## src/hgcs_map.vh

```
// Register offsets, field positions and reset values of the hub config bank
`ifndef HGCS_MAP_VH
`define HGCS_MAP_VH

// ****************************************************************
// Register offsets
// ****************************************************************
`define HGCS_ADDR_GEN_CFG 8'h02
`define HGCS_ADDR_REV 8'h03
`define HGCS_ADDR_STATUS 8'h04
`define HGCS_ADDR_THR_HI 8'h05
`define HGCS_ADDR_THR_LO 8'h06

// ****************************************************************
// General configuration fields
// ****************************************************************
`define HGCS_CFG_I2C_EN 5
`define HGCS_CFG_LOCK_POLICY 4
`define HGCS_CFG_OUT_EN 3
`define HGCS_CFG_IDLE_SEL 2
`define HGCS_CFG_PARITY_EN 1
`define HGCS_CFG_REFERENCE_CLOCK_INPUT_OVR 0
`define HGCS_CFG_RESET 6'h1e

// ****************************************************************
// Status fields and threshold resets
// ****************************************************************
`define HGCS_STS_CKSUM 7
`define HGCS_STS_INIT 6
`define HGCS_STS_REFERENCE_CLOCK_INPUT 4
`define HGCS_STS_RESET 8'h00
`define HGCS_RDATA_RESET 8'h00
`define HGCS_THR_HI_RESET 8'h01
`define HGCS_THR_LO_RESET 8'h00

// ****************************************************************
// Transmit output states
// ****************************************************************
`define HGCS_TX_NORMAL 2'h0
`define HGCS_TX_HIZ 2'h1
`define HGCS_TX_HS0 2'h2
`define HGCS_TX_LP11 2'h3

`endif

```

## src/hgcs_config_status.v

```verilog
// Shared configuration and status register bank of the deserializer hub
//
// What this block does
// The local I2C controller is enabled only while config bit 5 is 1.
// Lock policy 0 with no assigned port locked forces the TX port to hi-Z.
// Lock policy 1 keeps TX running, entering LP-11 when none is locked, idle select is 1 and output enable is 1.
// Idle select 1 with output enable bit 3 at 0 holds the TX outputs hi-Z.
// Idle select bit 2 at 0 with lock policy 1 and lock low forces the TX outputs to HS-0.
// Receive parity checking runs while config bit 1 is 1, its default.
// Config bit 0 at 1 reports the reference clock present regardless.
// A read-only byte holds silicon step code high and mask code low.
// Status bit 7 is set after init only when the fuse checksum was valid.
// Status bit 6 is set once power-up initialisation has completed.
// Status bit 4 shows the reference clock frequency lies within limits.
// Each port's parity flag sets once its error count reaches the limit.
// Limit bits 15:8 come from the high byte register, reset to one.
// Limit bits 7:0 come from the low byte register, reset to zero.
// Config bits 7 and 6 read as zero and ignore writes.
// Each count is compared against the full current limit as it changes.
`timescale 1ns/100ps
`include "hgcs_map.vh"

module hgcs_config_status #(
	parameter NUM_PORTS = 4,
	parameter [3:0] SILICON_STEP = 4'h0, // Arbitrary value
	parameter [3:0] MASK_STEP = 4'h0 // Arbitrary value
) (
	input wire i_clk,
	input wire i_resetn,
	input wire [7:0] i_reg_addr,
	input wire i_reg_wr,
	input wire [7:0] i_reg_wdata,
	output reg [7:0] o_reg_rdata,
	input wire i_init_done,
	input wire i_cksum_ok,
	input wire i_ref_clock_detect,
	input wire i_ref_clock_in_range,
	input wire [NUM_PORTS-1:0] i_port_assigned,
	input wire [NUM_PORTS-1:0] i_port_lock,
	input wire [NUM_PORTS*16-1:0] i_parity_err_count,
	output reg o_i2c_ctrl_en,
	output reg o_parity_check_en,
	output reg o_ref_clock_present,
	output reg [1:0] o_tx_state,
	output reg [NUM_PORTS-1:0] o_parity_error_flag
);

	// ************************************************************
	// Local constants
	// ************************************************************
	localparam CNT_W = 16;
	localparam [5:0] CFG_RESET = `HGCS_CFG_RESET;
	localparam [7:0] STS_RESET = `HGCS_STS_RESET;
	localparam [7:0] THR_HI_RESET = `HGCS_THR_HI_RESET;
	localparam [7:0] THR_LO_RESET = `HGCS_THR_LO_RESET;
	localparam [7:0] RDATA_RESET = `HGCS_RDATA_RESET;
	localparam [1:0] TX_NORMAL = `HGCS_TX_NORMAL;
	localparam [1:0] TX_HIZ = `HGCS_TX_HIZ;
	localparam [1:0] TX_HS0 = `HGCS_TX_HS0;
	localparam [1:0] TX_LP11 = `HGCS_TX_LP11;

	// ************************************************************
	// Internal state and next values
	// ************************************************************
	reg i2c_en_reg;
	reg i2c_en_next;
	reg lock_policy_reg;
	reg lock_policy_next;
	reg out_en_reg;
	reg out_en_next;
	reg idle_sel_reg;
	reg idle_sel_next;
	reg parity_en_reg;
	reg parity_en_next;
	reg ref_ovr_reg;
	reg ref_ovr_next;
	reg [7:0] thr_hi_reg;
	reg [7:0] thr_hi_next;
	reg [7:0] thr_lo_reg;
	reg [7:0] thr_lo_next;
	reg cksum_reg;
	reg cksum_next;
	reg init_reg;
	reg init_next;
	reg reference_clock_input_reg;
	reg reference_clock_input_next;
	reg [7:0] status_word;
	reg [7:0] rdata_next;
	reg [1:0] tx_next;
	reg i2c_out_next;
	reg parity_out_next;
	reg ref_out_next;
	wire [5:0] cfg_word;
	wire [CNT_W-1:0] limit;
	wire hit_cfg;
	wire hit_rev;
	wire hit_sts;
	wire hit_thr_hi;
	wire hit_thr_lo;
	wire wr_cfg;
	wire wr_thr_hi;
	wire wr_thr_lo;
	wire any_locked;
	wire force_off;
	wire [NUM_PORTS-1:0] reached;

	// ************************************************************
	// Address decode
	// ************************************************************
	assign hit_cfg = (i_reg_addr == `HGCS_ADDR_GEN_CFG);
	assign hit_rev = (i_reg_addr == `HGCS_ADDR_REV);
	assign hit_sts = (i_reg_addr == `HGCS_ADDR_STATUS);
	assign hit_thr_hi = (i_reg_addr == `HGCS_ADDR_THR_HI);
	assign hit_thr_lo = (i_reg_addr == `HGCS_ADDR_THR_LO);
	// Revision and status take no write
	assign wr_cfg = i_reg_wr & hit_cfg;
	assign wr_thr_hi = i_reg_wr & hit_thr_hi;
	assign wr_thr_lo = i_reg_wr & hit_thr_lo;

	// ************************************************************
	// Configuration fields
	// ************************************************************
	always @* begin
		i2c_en_next = i2c_en_reg;
		lock_policy_next = lock_policy_reg;
		out_en_next = out_en_reg;
		idle_sel_next = idle_sel_reg;
		parity_en_next = parity_en_reg;
		ref_ovr_next = ref_ovr_reg;
		if (wr_cfg) begin
			// Bits 7 and 6 are dropped
			i2c_en_next = i_reg_wdata[`HGCS_CFG_I2C_EN];
			lock_policy_next = i_reg_wdata[`HGCS_CFG_LOCK_POLICY];
			out_en_next = i_reg_wdata[`HGCS_CFG_OUT_EN];
			idle_sel_next = i_reg_wdata[`HGCS_CFG_IDLE_SEL];
			parity_en_next = i_reg_wdata[`HGCS_CFG_PARITY_EN];
			ref_ovr_next = i_reg_wdata[`HGCS_CFG_REFERENCE_CLOCK_INPUT_OVR];
		end
	end

	always @(posedge i_clk) begin
		if (!i_resetn)
			i2c_en_reg <= CFG_RESET[`HGCS_CFG_I2C_EN];
		else
			i2c_en_reg <= i2c_en_next;
	end

	always @(posedge i_clk) begin
		if (!i_resetn)
			lock_policy_reg <= CFG_RESET[`HGCS_CFG_LOCK_POLICY];
		else
			lock_policy_reg <= lock_policy_next;
	end

	always @(posedge i_clk) begin
		if (!i_resetn)
			out_en_reg <= CFG_RESET[`HGCS_CFG_OUT_EN];
		else
			out_en_reg <= out_en_next;
	end

	always @(posedge i_clk) begin
		if (!i_resetn)
			idle_sel_reg <= CFG_RESET[`HGCS_CFG_IDLE_SEL];
		else
			idle_sel_reg <= idle_sel_next;
	end

	always @(posedge i_clk) begin
		if (!i_resetn)
			parity_en_reg <= CFG_RESET[`HGCS_CFG_PARITY_EN];
		else
			parity_en_reg <= parity_en_next;
	end

	always @(posedge i_clk) begin
		if (!i_resetn)
			ref_ovr_reg <= CFG_RESET[`HGCS_CFG_REFERENCE_CLOCK_INPUT_OVR];
		else
			ref_ovr_reg <= ref_ovr_next;
	end

	assign cfg_word = {i2c_en_reg, lock_policy_reg, out_en_reg,
		idle_sel_reg, parity_en_reg, ref_ovr_reg};

	// ************************************************************
	// Parity threshold bytes
	// ************************************************************
	always @* begin
		thr_hi_next = thr_hi_reg;
		thr_lo_next = thr_lo_reg;
		if (wr_thr_hi)
			thr_hi_next = i_reg_wdata;
		if (wr_thr_lo)
			thr_lo_next = i_reg_wdata;
	end

	always @(posedge i_clk) begin
		if (!i_resetn)
			thr_hi_reg <= THR_HI_RESET;
		else
			thr_hi_reg <= thr_hi_next;
	end

	always @(posedge i_clk) begin
		if (!i_resetn)
			thr_lo_reg <= THR_LO_RESET;
		else
			thr_lo_reg <= thr_lo_next;
	end

	assign limit = {thr_hi_reg, thr_lo_reg};

	// ************************************************************
	// Status capture
	// ************************************************************
	always @* begin
		cksum_next = i_init_done & i_cksum_ok;
		init_next = i_init_done;
		reference_clock_input_next = i_ref_clock_in_range;
	end

	always @(posedge i_clk) begin
		if (!i_resetn)
			cksum_reg <= STS_RESET[`HGCS_STS_CKSUM];
		else
			cksum_reg <= cksum_next;
	end

	always @(posedge i_clk) begin
		if (!i_resetn)
			init_reg <= STS_RESET[`HGCS_STS_INIT];
		else
			init_reg <= init_next;
	end

	always @(posedge i_clk) begin
		if (!i_resetn)
			reference_clock_input_reg <= STS_RESET[`HGCS_STS_REFERENCE_CLOCK_INPUT];
		else
			reference_clock_input_reg <= reference_clock_input_next;
	end

	always @* begin
		status_word = 8'h00;
		status_word[`HGCS_STS_CKSUM] = cksum_reg;
		status_word[`HGCS_STS_INIT] = init_reg;
		status_word[`HGCS_STS_REFERENCE_CLOCK_INPUT] = reference_clock_input_reg;
	end

	// ************************************************************
	// Register read
	// ************************************************************
	always @* begin
		if (hit_cfg)
			rdata_next = {2'h0, cfg_word};
		else if (hit_rev)
			rdata_next = {SILICON_STEP, MASK_STEP};
		else if (hit_sts)
			rdata_next = status_word;
		else if (hit_thr_hi)
			rdata_next = thr_hi_reg;
		else if (hit_thr_lo)
			rdata_next = thr_lo_reg;
		else
			rdata_next = 8'h00;
	end

	always @(posedge i_clk) begin
		if (!i_resetn)
			o_reg_rdata <= RDATA_RESET;
		else
			o_reg_rdata <= rdata_next;
	end

	// ************************************************************
	// Transmit output policy
	// ************************************************************
	assign any_locked = |(i_port_assigned & i_port_lock);
	assign force_off = idle_sel_reg & ~out_en_reg;

	// Output-off setting wins over lock
	always @* begin
		if (force_off)
			tx_next = TX_HIZ;
		else if (any_locked)
			tx_next = TX_NORMAL;
		else if (!lock_policy_reg)
			tx_next = TX_HIZ;
		else if (!idle_sel_reg)
			tx_next = TX_HS0;
		else
			tx_next = TX_LP11;
	end

	always @(posedge i_clk) begin
		if (!i_resetn)
			o_tx_state <= TX_HIZ;
		else
			o_tx_state <= tx_next;
	end

	// ************************************************************
	// Enable outputs
	// ************************************************************
	always @* begin
		i2c_out_next = i2c_en_reg;
		parity_out_next = parity_en_reg;
		ref_out_next = ref_ovr_reg | i_ref_clock_detect;
	end

	always @(posedge i_clk) begin
		if (!i_resetn)
			o_i2c_ctrl_en <= CFG_RESET[`HGCS_CFG_I2C_EN];
		else
			o_i2c_ctrl_en <= i2c_out_next;
	end

	always @(posedge i_clk) begin
		if (!i_resetn)
			o_parity_check_en <= CFG_RESET[`HGCS_CFG_PARITY_EN];
		else
			o_parity_check_en <= parity_out_next;
	end

	always @(posedge i_clk) begin
		if (!i_resetn)
			o_ref_clock_present <= CFG_RESET[`HGCS_CFG_REFERENCE_CLOCK_INPUT_OVR];
		else
			o_ref_clock_present <= ref_out_next;
	end

	// ************************************************************
	// Per-port parity error flags
	// ************************************************************
	// Level compare against the live limit, not sticky
	genvar p;
	generate
		for (p = 0; p < NUM_PORTS; p = p + 1) begin : g_port
			wire [CNT_W-1:0] count;
			assign count = i_parity_err_count[p*CNT_W +: CNT_W];
			assign reached[p] = (count >= limit);
		end
	endgenerate

	always @(posedge i_clk) begin
		if (!i_resetn)
			o_parity_error_flag <= {NUM_PORTS{1'b0}};
		else
			o_parity_error_flag <= reached;
	end

endmodule

```

## config.mk

```make
export PLATFORM = sky130hd
export DESIGN_NAME = hgcs_config_status
export DESIGN_NICKNAME = d
export VERILOG_FILES = /design/src/hgcs_config_status.v
export VERILOG_INCLUDE_DIRS = /design/src
export SDC_FILE = /design/constraint.sdc
export NUM_CORES = 1
export LEC_CHECK = 0
export BUFFER_PORTS_ARGS = -buffer_cell sky130_fd_sc_hd__buf_2
export CAP_MARGIN = 20
export CORE_MARGIN = 3
export CORE_UTILIZATION = 35
export CTS_CLUSTER_SIZE = 10
export DETAILED_ROUTE_END_ITERATION = 10
export SYNTH_ARGS = -nofsm -noshare
export SYNTH_HDL_FRONTEND = slang
export SYNTH_SLANG_ARGS = --single-unit
```

## constraint.sdc

```tcl
create_clock -name i_clk -period 2 [get_ports i_clk]
set_clock_uncertainty 0.15 [all_clocks]
set_input_delay 0.4 -clock i_clk [delete_from_list [all_inputs] [get_ports i_clk]]
set_output_delay 0.4 -clock i_clk [all_outputs]
set_load 0.01 [all_outputs]
```

==> results of run 1 <==
-- repair_timing --
action                     in CTS  in global routing
gates resized for setup         0                  6
setup endpoints to repair       0                  4
setup buffers                   0                  1
-- per-stage QoR --
step	instances	util, %
floorplan	328	-
global placement	538	45.45
detailed placement	538	45.45
CTS	546	47.19
global route	547	47.43
finish	547	47.43
-- cell type report --
cell class	count	area [um^2]	share of cell area (%)
Timing Repair Buffer	115	585.6	15.57
Clock buffer	5	68.82	1.830
Tap cell	102	127.6	3.394
Multi-Input combinational cell	258	1986	52.81
Clock inverter	3	68.82	1.830
Sequential cell	42	840.8	22.36
Inverter	22	82.58	2.196
-- worst max-delay path, stage by stage, from the launching register on --
cell and delay, ns:
dfxtp_1 0.36, inv_1 0.12, ha_1 0.31, a22o_1 0.23
nor4_1 0.26, o21ai_1 0.13, a32o_1 0.25
-- cell families after synthesis --
logic type | synth area share, %
compound gates | 15.00
flops | 28.63
buf+inv | 4.133
fa+ha+maj | 27.27
mux | 9.714
simple gates | 15.25
-- power breakdown --
| part | total (mW) | switching [mW] | leakage, nW | internal (mW) |
|---|---|---|---|---|
| Clock | 0.798 | 0.298 | 0.0683 | 0.500 |
| Combinational | 0.329 | 0.161 | 1.44 | 0.168 |
| Sequential | 0.853 | 0.00416 | 0.341 | 0.849 |
| Total | 1.98 | 0.462 | 1.85 | 1.52 |
-- metal layers --
layer	routed length, um	up-vias	global-route usage, %
met5	0	-	0
met4	50	0	2.662
met1	3510	1196	21.07
met2	3705	70	26.62
met3	405	5	4.020
li1	-	1425	-
-- cells in the mapped netlist (all sizes together), types with 4 or more instances --
| cell | n | share of area, % |
|---|---|---|
| a22oi | 7 | 1.8 |
| inv | 21 | 2.7 |
| a21oi | 25 | 4.3 |
| o211ai | 9 | 2.3 |
| mux2 | 4 | 1.5 |
| and2 | 4 | 0.85 |
| nand3 | 6 | 1.4 |
| nand4 | 6 | 1.3 |
| a211oi | 5 | 1.3 |
| mux2i | 24 | 8.2 |
| ha | 64 | 27 |
| nor2 | 46 | 5.9 |
| dfxtp | 42 | 29 |
| o21ai | 13 | 2.2 |
| nand2 | 24 | 3.1 |
-- worst paths after layout --
check	cells after the start	slack [ns]	from	end
setup / recovery	6	0.09	thr_lo_reg[5]	o_parity_error_flag[0]
hold / removal	3	0.15	i_ref_clock_detect	o_ref_clock_present
setup reg to reg	6	0.09	thr_lo_reg[5]	o_parity_error_flag[0]
hold reg to reg	1	0.35	parity_en_reg	o_parity_check_en
==> flow_summary_export.csv, run 1 <==
group,metric,value,unit
status,status,"complete, no violations",
setup_path,cp.arrival,1.95,ns
cells_and_area,antenna_cells,0,
route,drt_iter0_markers,62,
placement,place.port_buffers,111,
power_and_ir_drop,power.density,526.5,nW/um^2
floorplanning,pin_count,112,
placement,placedInstanceArea,3603,um^2
grt,overflow,0,
clock_tree,clkTransAtPathRegs,0.08,ns
sta,worst_pin_slew,0.4137,ns
sta,fin_crit_sh,95.37,%
route,routed_via_density,4.929,
yosys,syn-num-nets,487,
yosys,yosys_register_bits,42,
grt,grtUsageTotal,15.95,%
yosys,syn_inst,328,
yosys,postSynthAreaPerCell,8.953,um^2
sta,tns,0,ns
setup_path,worst-setup-path-type,"flop to flop",
setup_path,end_kind,"flop",
cells_and_area,n_fill_cell,789,
cells_and_area,mostFrequentLayoutCells,"buf_2 (111), ha_1 (64), nor2_1 (46)",
yosys,ys_warn_count,0,
sta,fmaxAchievable,524.3,MHz
clock_tree,cts_root_buffer,"clkbuf_8",
clock_tree,cts_buffers,5,
sta,hold_slack,0.1549,ns
clock_tree,cts_tree,"done",
grt,grt_pass1_vias,2561,
yosys,seq_area_frac_synth,28.63,%
cells_and_area,area_growth,28.04,%
cells_and_area,drive_gt1_share,30.34,%
floorplanning,fp.dieArea,9525,um^2
setup_path,critical_path.max_fanout,4,
hold_path,hold_path_class,"input pin to flop",
clock_tree,postCtsHoldBufs,0,
route,vias,2696,
yosys,async_flop_share,0,%
power_and_ir_drop,totalPowerFinal,1.980,mW
sta,period_minus_slack,1.907,ns
clock_tree,clock-sinks,42,
yosys,synth_area,2937,um^2
power_and_ir_drop,ir_drop,0.2698,mV
floorplanning,die_h,97.60,um
setup_path,start_kind,"flop",
clock_tree,cts_buffer_depth,2,
sta,setup_viol,0,
floorplanning,core,7928,um^2
yosys,synth-main-ff-cell,"dfxtp_1",
cells_and_area,nets,603,
setup_path,required,2.04,ns
grt,grt_pass1_wl,12.40,mm
yosys,synth_edf_count,0,
floorplanning,start_util,37.04,%
route,first_pass_iters,4,
placement,gp_congestion,0.7844,
power_and_ir_drop,leakagePower,1.851,nW
sta,relSlewSlack,72.42,%
grt,grt_max_degree,22,
route,remaining_drc_errors,0,
placement,hpwl,6.490,mm
clock_tree,clk_latency,0.29,ns
flow_run,cap_violations,0,
clock_tree,htree_levels,2,
sta,setup_slack,0.09262,ns
sta,rsz0062_at_grt,"no",
sta,hold_violations,0,
route,wirelength,7.672,mm
route,wl_per_cell,14.03,um
floorplanning,die_x,97.60,um
cells_and_area,design_area,3760,um^2
placement,preCtsSetupSlack,0.04331,ns
grt,antenna_found_initial,0,
cells_and_area,mostFrequentLayoutCell,"buf_2",
sta,maxSlewViolCount,0,
route,detail-route-antenna-nets,0,
yosys,synth_cell_type_count,33,
floorplanning,fp-row-count,32,
No activity file was read; power rests on OpenSTA's default activity.
==> run 2, diff against run 1 <==
Settings changed: ABC_AREA set to 1.
==> flow_summary_export.csv, run 2 <==
group,metric,value,unit
hold_path,worstHoldStart,"i_ref_clock_in_range",
yosys,synth_top_cell_area_share,26.37,%
cells_and_area,nets,732,
route,wl_met2,4.050,mm
cells_and_area,antenna_cells,0,
cells_and_area,n_fill_cell,942,
setup_path,worst-setup-path-type,"flop to flop",
clock_tree,clkTransAtPathRegs,0.08,ns
yosys,synth_cell_type_count,27,
clock_tree,htree_levels,2,
grt,grt_pass1_wl,14.51,mm
route,wirelength,8.742,mm
yosys,synth_compound_area_share,9.262,%
yosys,synth_common_cells,"nand2_1 (129), ha_1 (64), inv_1 (62)",
floorplanning,fp.dieArea,10290,um^2
clock_tree,cts_tree,"done",
floorplanning,die_x,101.4,um
route,first_pass_iters,4,
hold_path,hold_depth,3,
route,top_layer,"met4",
sta,setup_viol,0,
route,wl_per_cell,12.82,um
floorplanning,core,8806,um^2
setup_path,ff2ff_path_depth,8,
route,vias,3203,
yosys,synth-xor-area-share,0,%
flow_run,cap_violations,0,
power_and_ir_drop,power.density,443.1,nW/um^2
yosys,synth_top_family_by_area,"simple AND/OR/NAND/NOR gates",
clock_tree,clk_latency,0.29,ns
power_and_ir_drop,power_frac_comb,19.5,%
yosys,yosys.area_share.simple,30.34,%
clock_tree,cts_setup_buffers,0,
floorplanning,die_h,101.4,um
clock_tree,postCtsHoldBufs,0,
cells_and_area,mostFrequentLayoutCells,"nand2_1 (129), buf_2 (111), ha_1 (64)",
cells_and_area,multi_input_comb_area,2063,um^2
floorplanning,fp-row-count,34,
yosys,async_flop_share,0,%
yosys,yosysMostFrequentCell,"nand2_1",
route,wl_met3,426,um
placement,preCtsSetupSlack,0.1584,ns
yosys,syn_inst,458,
yosys,synth_mux_area_share,0,%
setup_path,start_kind,"flop",
yosys,synth_edf_count,0,
cells_and_area,area_growth,24.22,%
setup_path,critical_path.max_fanout,5,
placement,hpwl,7.440,mm
placement,place.port_buffers,111,
cells_and_area,mostFrequentLayoutCell,"nand2_1",
power_and_ir_drop,internal-power,1.291,mW
setup_path,required,2.09,ns
yosys,synth_fa_ha_area_share,25.12,%
sta,relSlewSlack,69.43,%
setup_path,r2r_start,"thr_hi_reg[5]",
floorplanning,pin_count,112,
placement,placedInstanceArea,3869,um^2
grt,grtUsageTotal,17.81,%
power_and_ir_drop,leakagePower,2.152,nW
grt,antenna_found_initial,0,
yosys,synth-main-ff-cell,"dfxtp_1",
yosys,syn-num-nets,617,
sta,setup_slack,0.1675,ns
grt,grt_max_degree,25,
power_and_ir_drop,totalPowerFinal,1.755,mW
route,drt_iter0_markers,128,
route,detail-route-antenna-nets,0,
status,status,"complete, no violations",
sta,period_minus_slack,1.832,ns
clock_tree,cts_resized,0,
setup_path,reg2reg_slack,0.17,ns
yosys,synthTopCellsByArea,"dfxtp_1 (26%), ha_1 (25%), nand2_1 (15%)",
cells_and_area,regArea,840.8,um^2
clock_tree,cts_root_buffer,"clkbuf_8",
sta,tns,0,ns
yosys,postSynthAreaPerCell,6.961,um^2
setup_path,end_kind,"flop",
floorplanning,start_util,36.20,%
hold_path,hold_path_class,"input pin to flop",
grt,overflow,0,
setup_path,cp.arrival,1.92,ns
power_and_ir_drop,pwr-share-seq,48.7,%
route,routed_via_density,4.696,
sta,maxSlewViolCount,0,
cells_and_area,design_area,3960,um^2
clock_tree,cts_buffers,5,
sta,hold_violations,0,
sta,fin_crit_sh,91.62,%
yosys,synth_area,3188,um^2
yosys,seq_area_frac_synth,26.37,%
sta,fmaxAchievable,545.7,MHz
power_and_ir_drop,p_sw,0.4639,mW
grt,grt_pass1_vias,3196,
clock_tree,clock-sinks,42,
hold_path,min_to,"reference_clock_input_reg",
placement,gp_congestion,0.8221,
setup_path,rr_endpoint,"o_parity_error_flag[0]",
power_and_ir_drop,p_sw_share,26.44,%
yosys,yosysTopAreaCell,"dfxtp_1",
yosys,yosys_register_bits,42,
sta,worst_pin_slew,0.4551,ns
yosys,ys_warn_count,0,
power_and_ir_drop,ir_drop,0.2170,mV
route,remaining_drc_errors,0,
power_and_ir_drop,pwr-share-clk,31.7,%
clock_tree,cts_buffer_depth,2,
sta,rsz0062_at_grt,"no",
route,wl_met1,4.114,mm
cells_and_area,drive_gt1_share,23.00,%
[run 2: cell types whose count changed after synthesis, moves of 4 or more]
cell / delta
a21oi_1: +9
o211ai_1: -8
a22oi_1: -7
and2_1: -4
mux2i_1: -24
a211oi_1: -5
inv_1: +41
nor3_1: +6
mux2_2: -4
nand3_1: +33
nand2_1: +105
nor2_1: -5
[run 2: metal layers]
metal,vias up,global-route usage (%)
met5,-,0
met4,0,5.112
met3,11,3.030
met2,74,29.83
met1,1396,23.53
li1,1722,-
[run 2: logic make-up (layout without fill, tap and decap cells)]
logic type / Yosys count / after routing
and+or+nand+nor: 226 / 226
buffers and inverters: 71 / 187
AOI/OAI and AO/OA: 55 / 55
adders and majority gates: 64 / 64
DFF: 42 / 42
[run 2: worst max-delay path, cell delays in order (launching register included)]
cell	delay [ns]
dfxtp_1	0.34
inv_1	0.15
ha_1	0.33
nand2_1	0.08
nor3_1	0.40
nand3_1	0.12
nand3_1	0.11
nand2_1	0.05
inv_1	0.05
[run 2: through the flow]
| stage | std cells | hold WS (ns) | util, % |
|---|---|---|---|
| after detailed placement | 674 | 0.2985 | 43.93 |
| final | 682 | 0.1418 | 44.97 |
| after CTS | 682 | 0.1423 | 44.97 |
| after global placement | 674 | 0.2941 | 43.93 |
| after floorplan | 458 | 0.2693 | - |
| after global routing | 682 | 0.1689 | 44.97 |
[run 2: worst max path at each step]
stage	startpoint	endpoint
2_1_floorplan	i_reg_addr[7]	thr_lo_reg[1]
3_3_place_gp	i_reg_addr[7]	thr_hi_reg[1]
3_5_place_dp	i_reg_addr[7]	thr_hi_reg[1]
4_1_cts	thr_hi_reg[4]	o_parity_error_flag[0]
5_1_grt	thr_hi_reg[7]	o_parity_error_flag[0]
6_report	thr_hi_reg[5]	o_parity_error_flag[0]
[run 2: layout make-up]
class | count | share of cell area, %
Inverter | 63 | 5.972
Multi-Input combinational cell | 345 | 52.10
Tap cell | 108 | 3.412
Clock inverter | 1 | 0.1264
Sequential cell | 42 | 21.23
Clock buffer | 7 | 2.180
Timing Repair Buffer | 116 | 14.98
[run 2: power by group through the flow]
stage	clock network [mW]	registers, mW	logic, mW
global route	0.609	0.856	0.403
CTS	0.574	0.855	0.346
finish	0.557	0.855	0.343
floorplan	0	0.879	0.179
global placement	0	0.875	0.332
detailed placement	0	0.875	0.344
==> run 3, diff against run 2 <==
Settings changed: CELL_PAD_IN_SITES_DETAIL_PLACEMENT set to 1, CELL_PAD_IN_SITES_GLOBAL_PLACEMENT set to 2, CORE_UTILIZATION 35 to 27, PLACE_DENSITY_LB_ADDON set to 0.1.
==> flow_summary_export.csv, run 3 (synthesis gave the netlist of run 2 again) <==
group,metric,value,unit
status,status,"complete, no violations",
grt,grt_pass1_vias,3471,
setup_path,max_stage_delay,0.36,ns
cells_and_area,post-route-util,35.62,%
placement,dp.cells,712,
clock_tree,htree_levels,2,
floorplanning,fp-row-count,39,
grt,grt_max_degree,17,
placement,preCtsSetupSlack,0.1337,ns
cells_and_area,design_area,4085,um^2
hold_path,hold_depth,3,
clock_tree,cts_tree,"done",
sta,hold_violations,0,
placement,hpwl,8.836,mm
sta,setup_viol,0,
power_and_ir_drop,ir_drop,0.3007,mV
clock_tree,cts_buffers,5,
cells_and_area,antenna_cells,0,
sta,hold_slack,0.1516,ns
placement,placedInstanceArea,3935,um^2
sta,period_minus_slack,1.815,ns
power_and_ir_drop,totalPowerFinal,2.044,mW
setup_path,start_kind,"flop",
route,vias,3285,
floorplanning,fp.dieArea,13150,um^2
grt,grtUsageTotal,16.13,%
hold_path,min_to,"reference_clock_input_reg",
clock_tree,cts_resized,0,
clock_tree,clock-sinks,42,
cells_and_area,area_growth,28.14,%
sta,rsz0062_at_grt,"no",
route,routed_via_density,4.563,
setup_path,end_kind,"flop",
clock_tree,cts_root_buffer,"clkbuf_16",
setup_path,ff2ff_path_depth,8,
setup_path,rr_endpoint,"o_parity_error_flag[1]",
setup_path,worst-setup-path-type,"flop to flop",
power_and_ir_drop,power.density,500.3,nW/um^2
setup_path,cp.arrival,1.90,ns
route,first_pass_iters,4,
route,wirelength,10.23,mm
cells_and_area,mostFrequentLayoutCells,"nand2_1 (129), buf_2 (111), ha_1 (64)",
floorplanning,pin_count,112,
setup_path,reg2reg_slack,0.18,ns
sta,fmaxAchievable,550.9,MHz
clock_tree,clkTransAtPathRegs,0.07,ns
cells_and_area,nets,735,
placement,gp_congestion,0.8168,
sta,tns,0,ns
setup_path,required,2.08,ns
grt,overflow,0,
setup_path,worstPathCellList,"inv_1 -> ha_1 -> nand4_1 -> nor3_1 -> nand3_1 -> nand3_1 -> nand2_1 -> inv_1",
flow_run,cap_violations,0,
sta,fin_crit_sh,90.77,%
cells_and_area,multi_input_comb_area,2063,um^2
setup_path,r2r_start,"thr_hi_reg[1]",
floorplanning,die_x,114.7,um
route,wl_per_cell,14.21,um
clock_tree,cts_setup_buffers,0,
sta,setup_slack,0.1846,ns
clock_tree,cts_buffer_depth,2,
cells_and_area,mostFrequentLayoutCell,"nand2_1",
cells_and_area,n_fill_cell,1499,
setup_path,crit_slowest_cell,"dfxtp_1",
sta,worst_pin_slew,0.3881,ns
power_and_ir_drop,leakagePower,2.189,nW
cells_and_area,stdcell_count,720,
grt,antenna_found_initial,0,
setup_path,critical_path.max_fanout,4,
route,detail-route-antenna-nets,0,
cells_and_area,regArea,840.8,um^2
clock_tree,postCtsHoldBufs,0,
clock_tree,clk_latency,0.29,ns
grt,grt_pass1_wl,16.82,mm
sta,relSlewSlack,73.93,%
hold_path,worstHoldStart,"i_ref_clock_in_range",
route,drt_iter0_markers,111,
floorplanning,core,11470,um^2
cells_and_area,drive_gt1_share,23.57,%
floorplanning,start_util,27.80,%
route,remaining_drc_errors,0,
placement,place.port_buffers,111,
sta,maxSlewViolCount,0,
floorplanning,die_h,114.7,um
hold_path,hold_path_class,"input pin to flop",
-- run 3: worst max-delay path by stage --
stage | startpoint | depth (start not counted) | endpoint | slack, ns
after floorplan | i_reg_addr[7] | 6 | thr_lo_reg[1] | 0.50
after global placement | i_reg_addr[7] | 9 | thr_hi_reg[3] | 0.14
after detailed placement | i_reg_addr[7] | 9 | thr_hi_reg[3] | 0.13
after CTS | thr_hi_reg[1] | 8 | o_parity_error_flag[1] | 0.17
after global routing | thr_hi_reg[1] | 8 | o_parity_error_flag[2] | 0.04
final | thr_hi_reg[1] | 8 | o_parity_error_flag[1] | 0.18
-- run 3: power breakdown --
| part | leakage, nW | internal [mW] | total (mW) | switching (mW) |
|---|---|---|---|---|
| clock | 0.0704 | 0.470 | 0.836 | 0.367 |
| sequential | 0.341 | 0.850 | 0.855 | 0.00422 |
| combinational | 1.78 | 0.165 | 0.353 | 0.188 |
| total | 2.19 | 1.48 | 2.04 | 0.559 |
-- run 3: layout make-up --
type / count / share of cell area, %
multi-input combinational: 345 / 50.51
sequential: 42 / 20.58
timing repair buffer: 119 / 15.07
inverter: 63 / 5.789
tap: 143 / 4.380
clock buffer: 5 / 3.063
clock inverter: 3 / 0.6126
-- run 3: worst max-delay path: cells and delay by family (launching register included) --
family / cells / cell delay (ns)
DFF: 1 / 0.36
adders and majority gates: 1 / 0.33
buffers and inverters: 2 / 0.21
and+or+nand+nor: 5 / 0.71
-- run 3: routing by layer --
layer  track usage (%)  wire length [um]  vias up
met5                 0                 0        -
met4             2.850                61        0
met3             2.748               541        7
met2             27.55              4713       89
met1             21.49              4916     1461
li1                  -                 -     1728
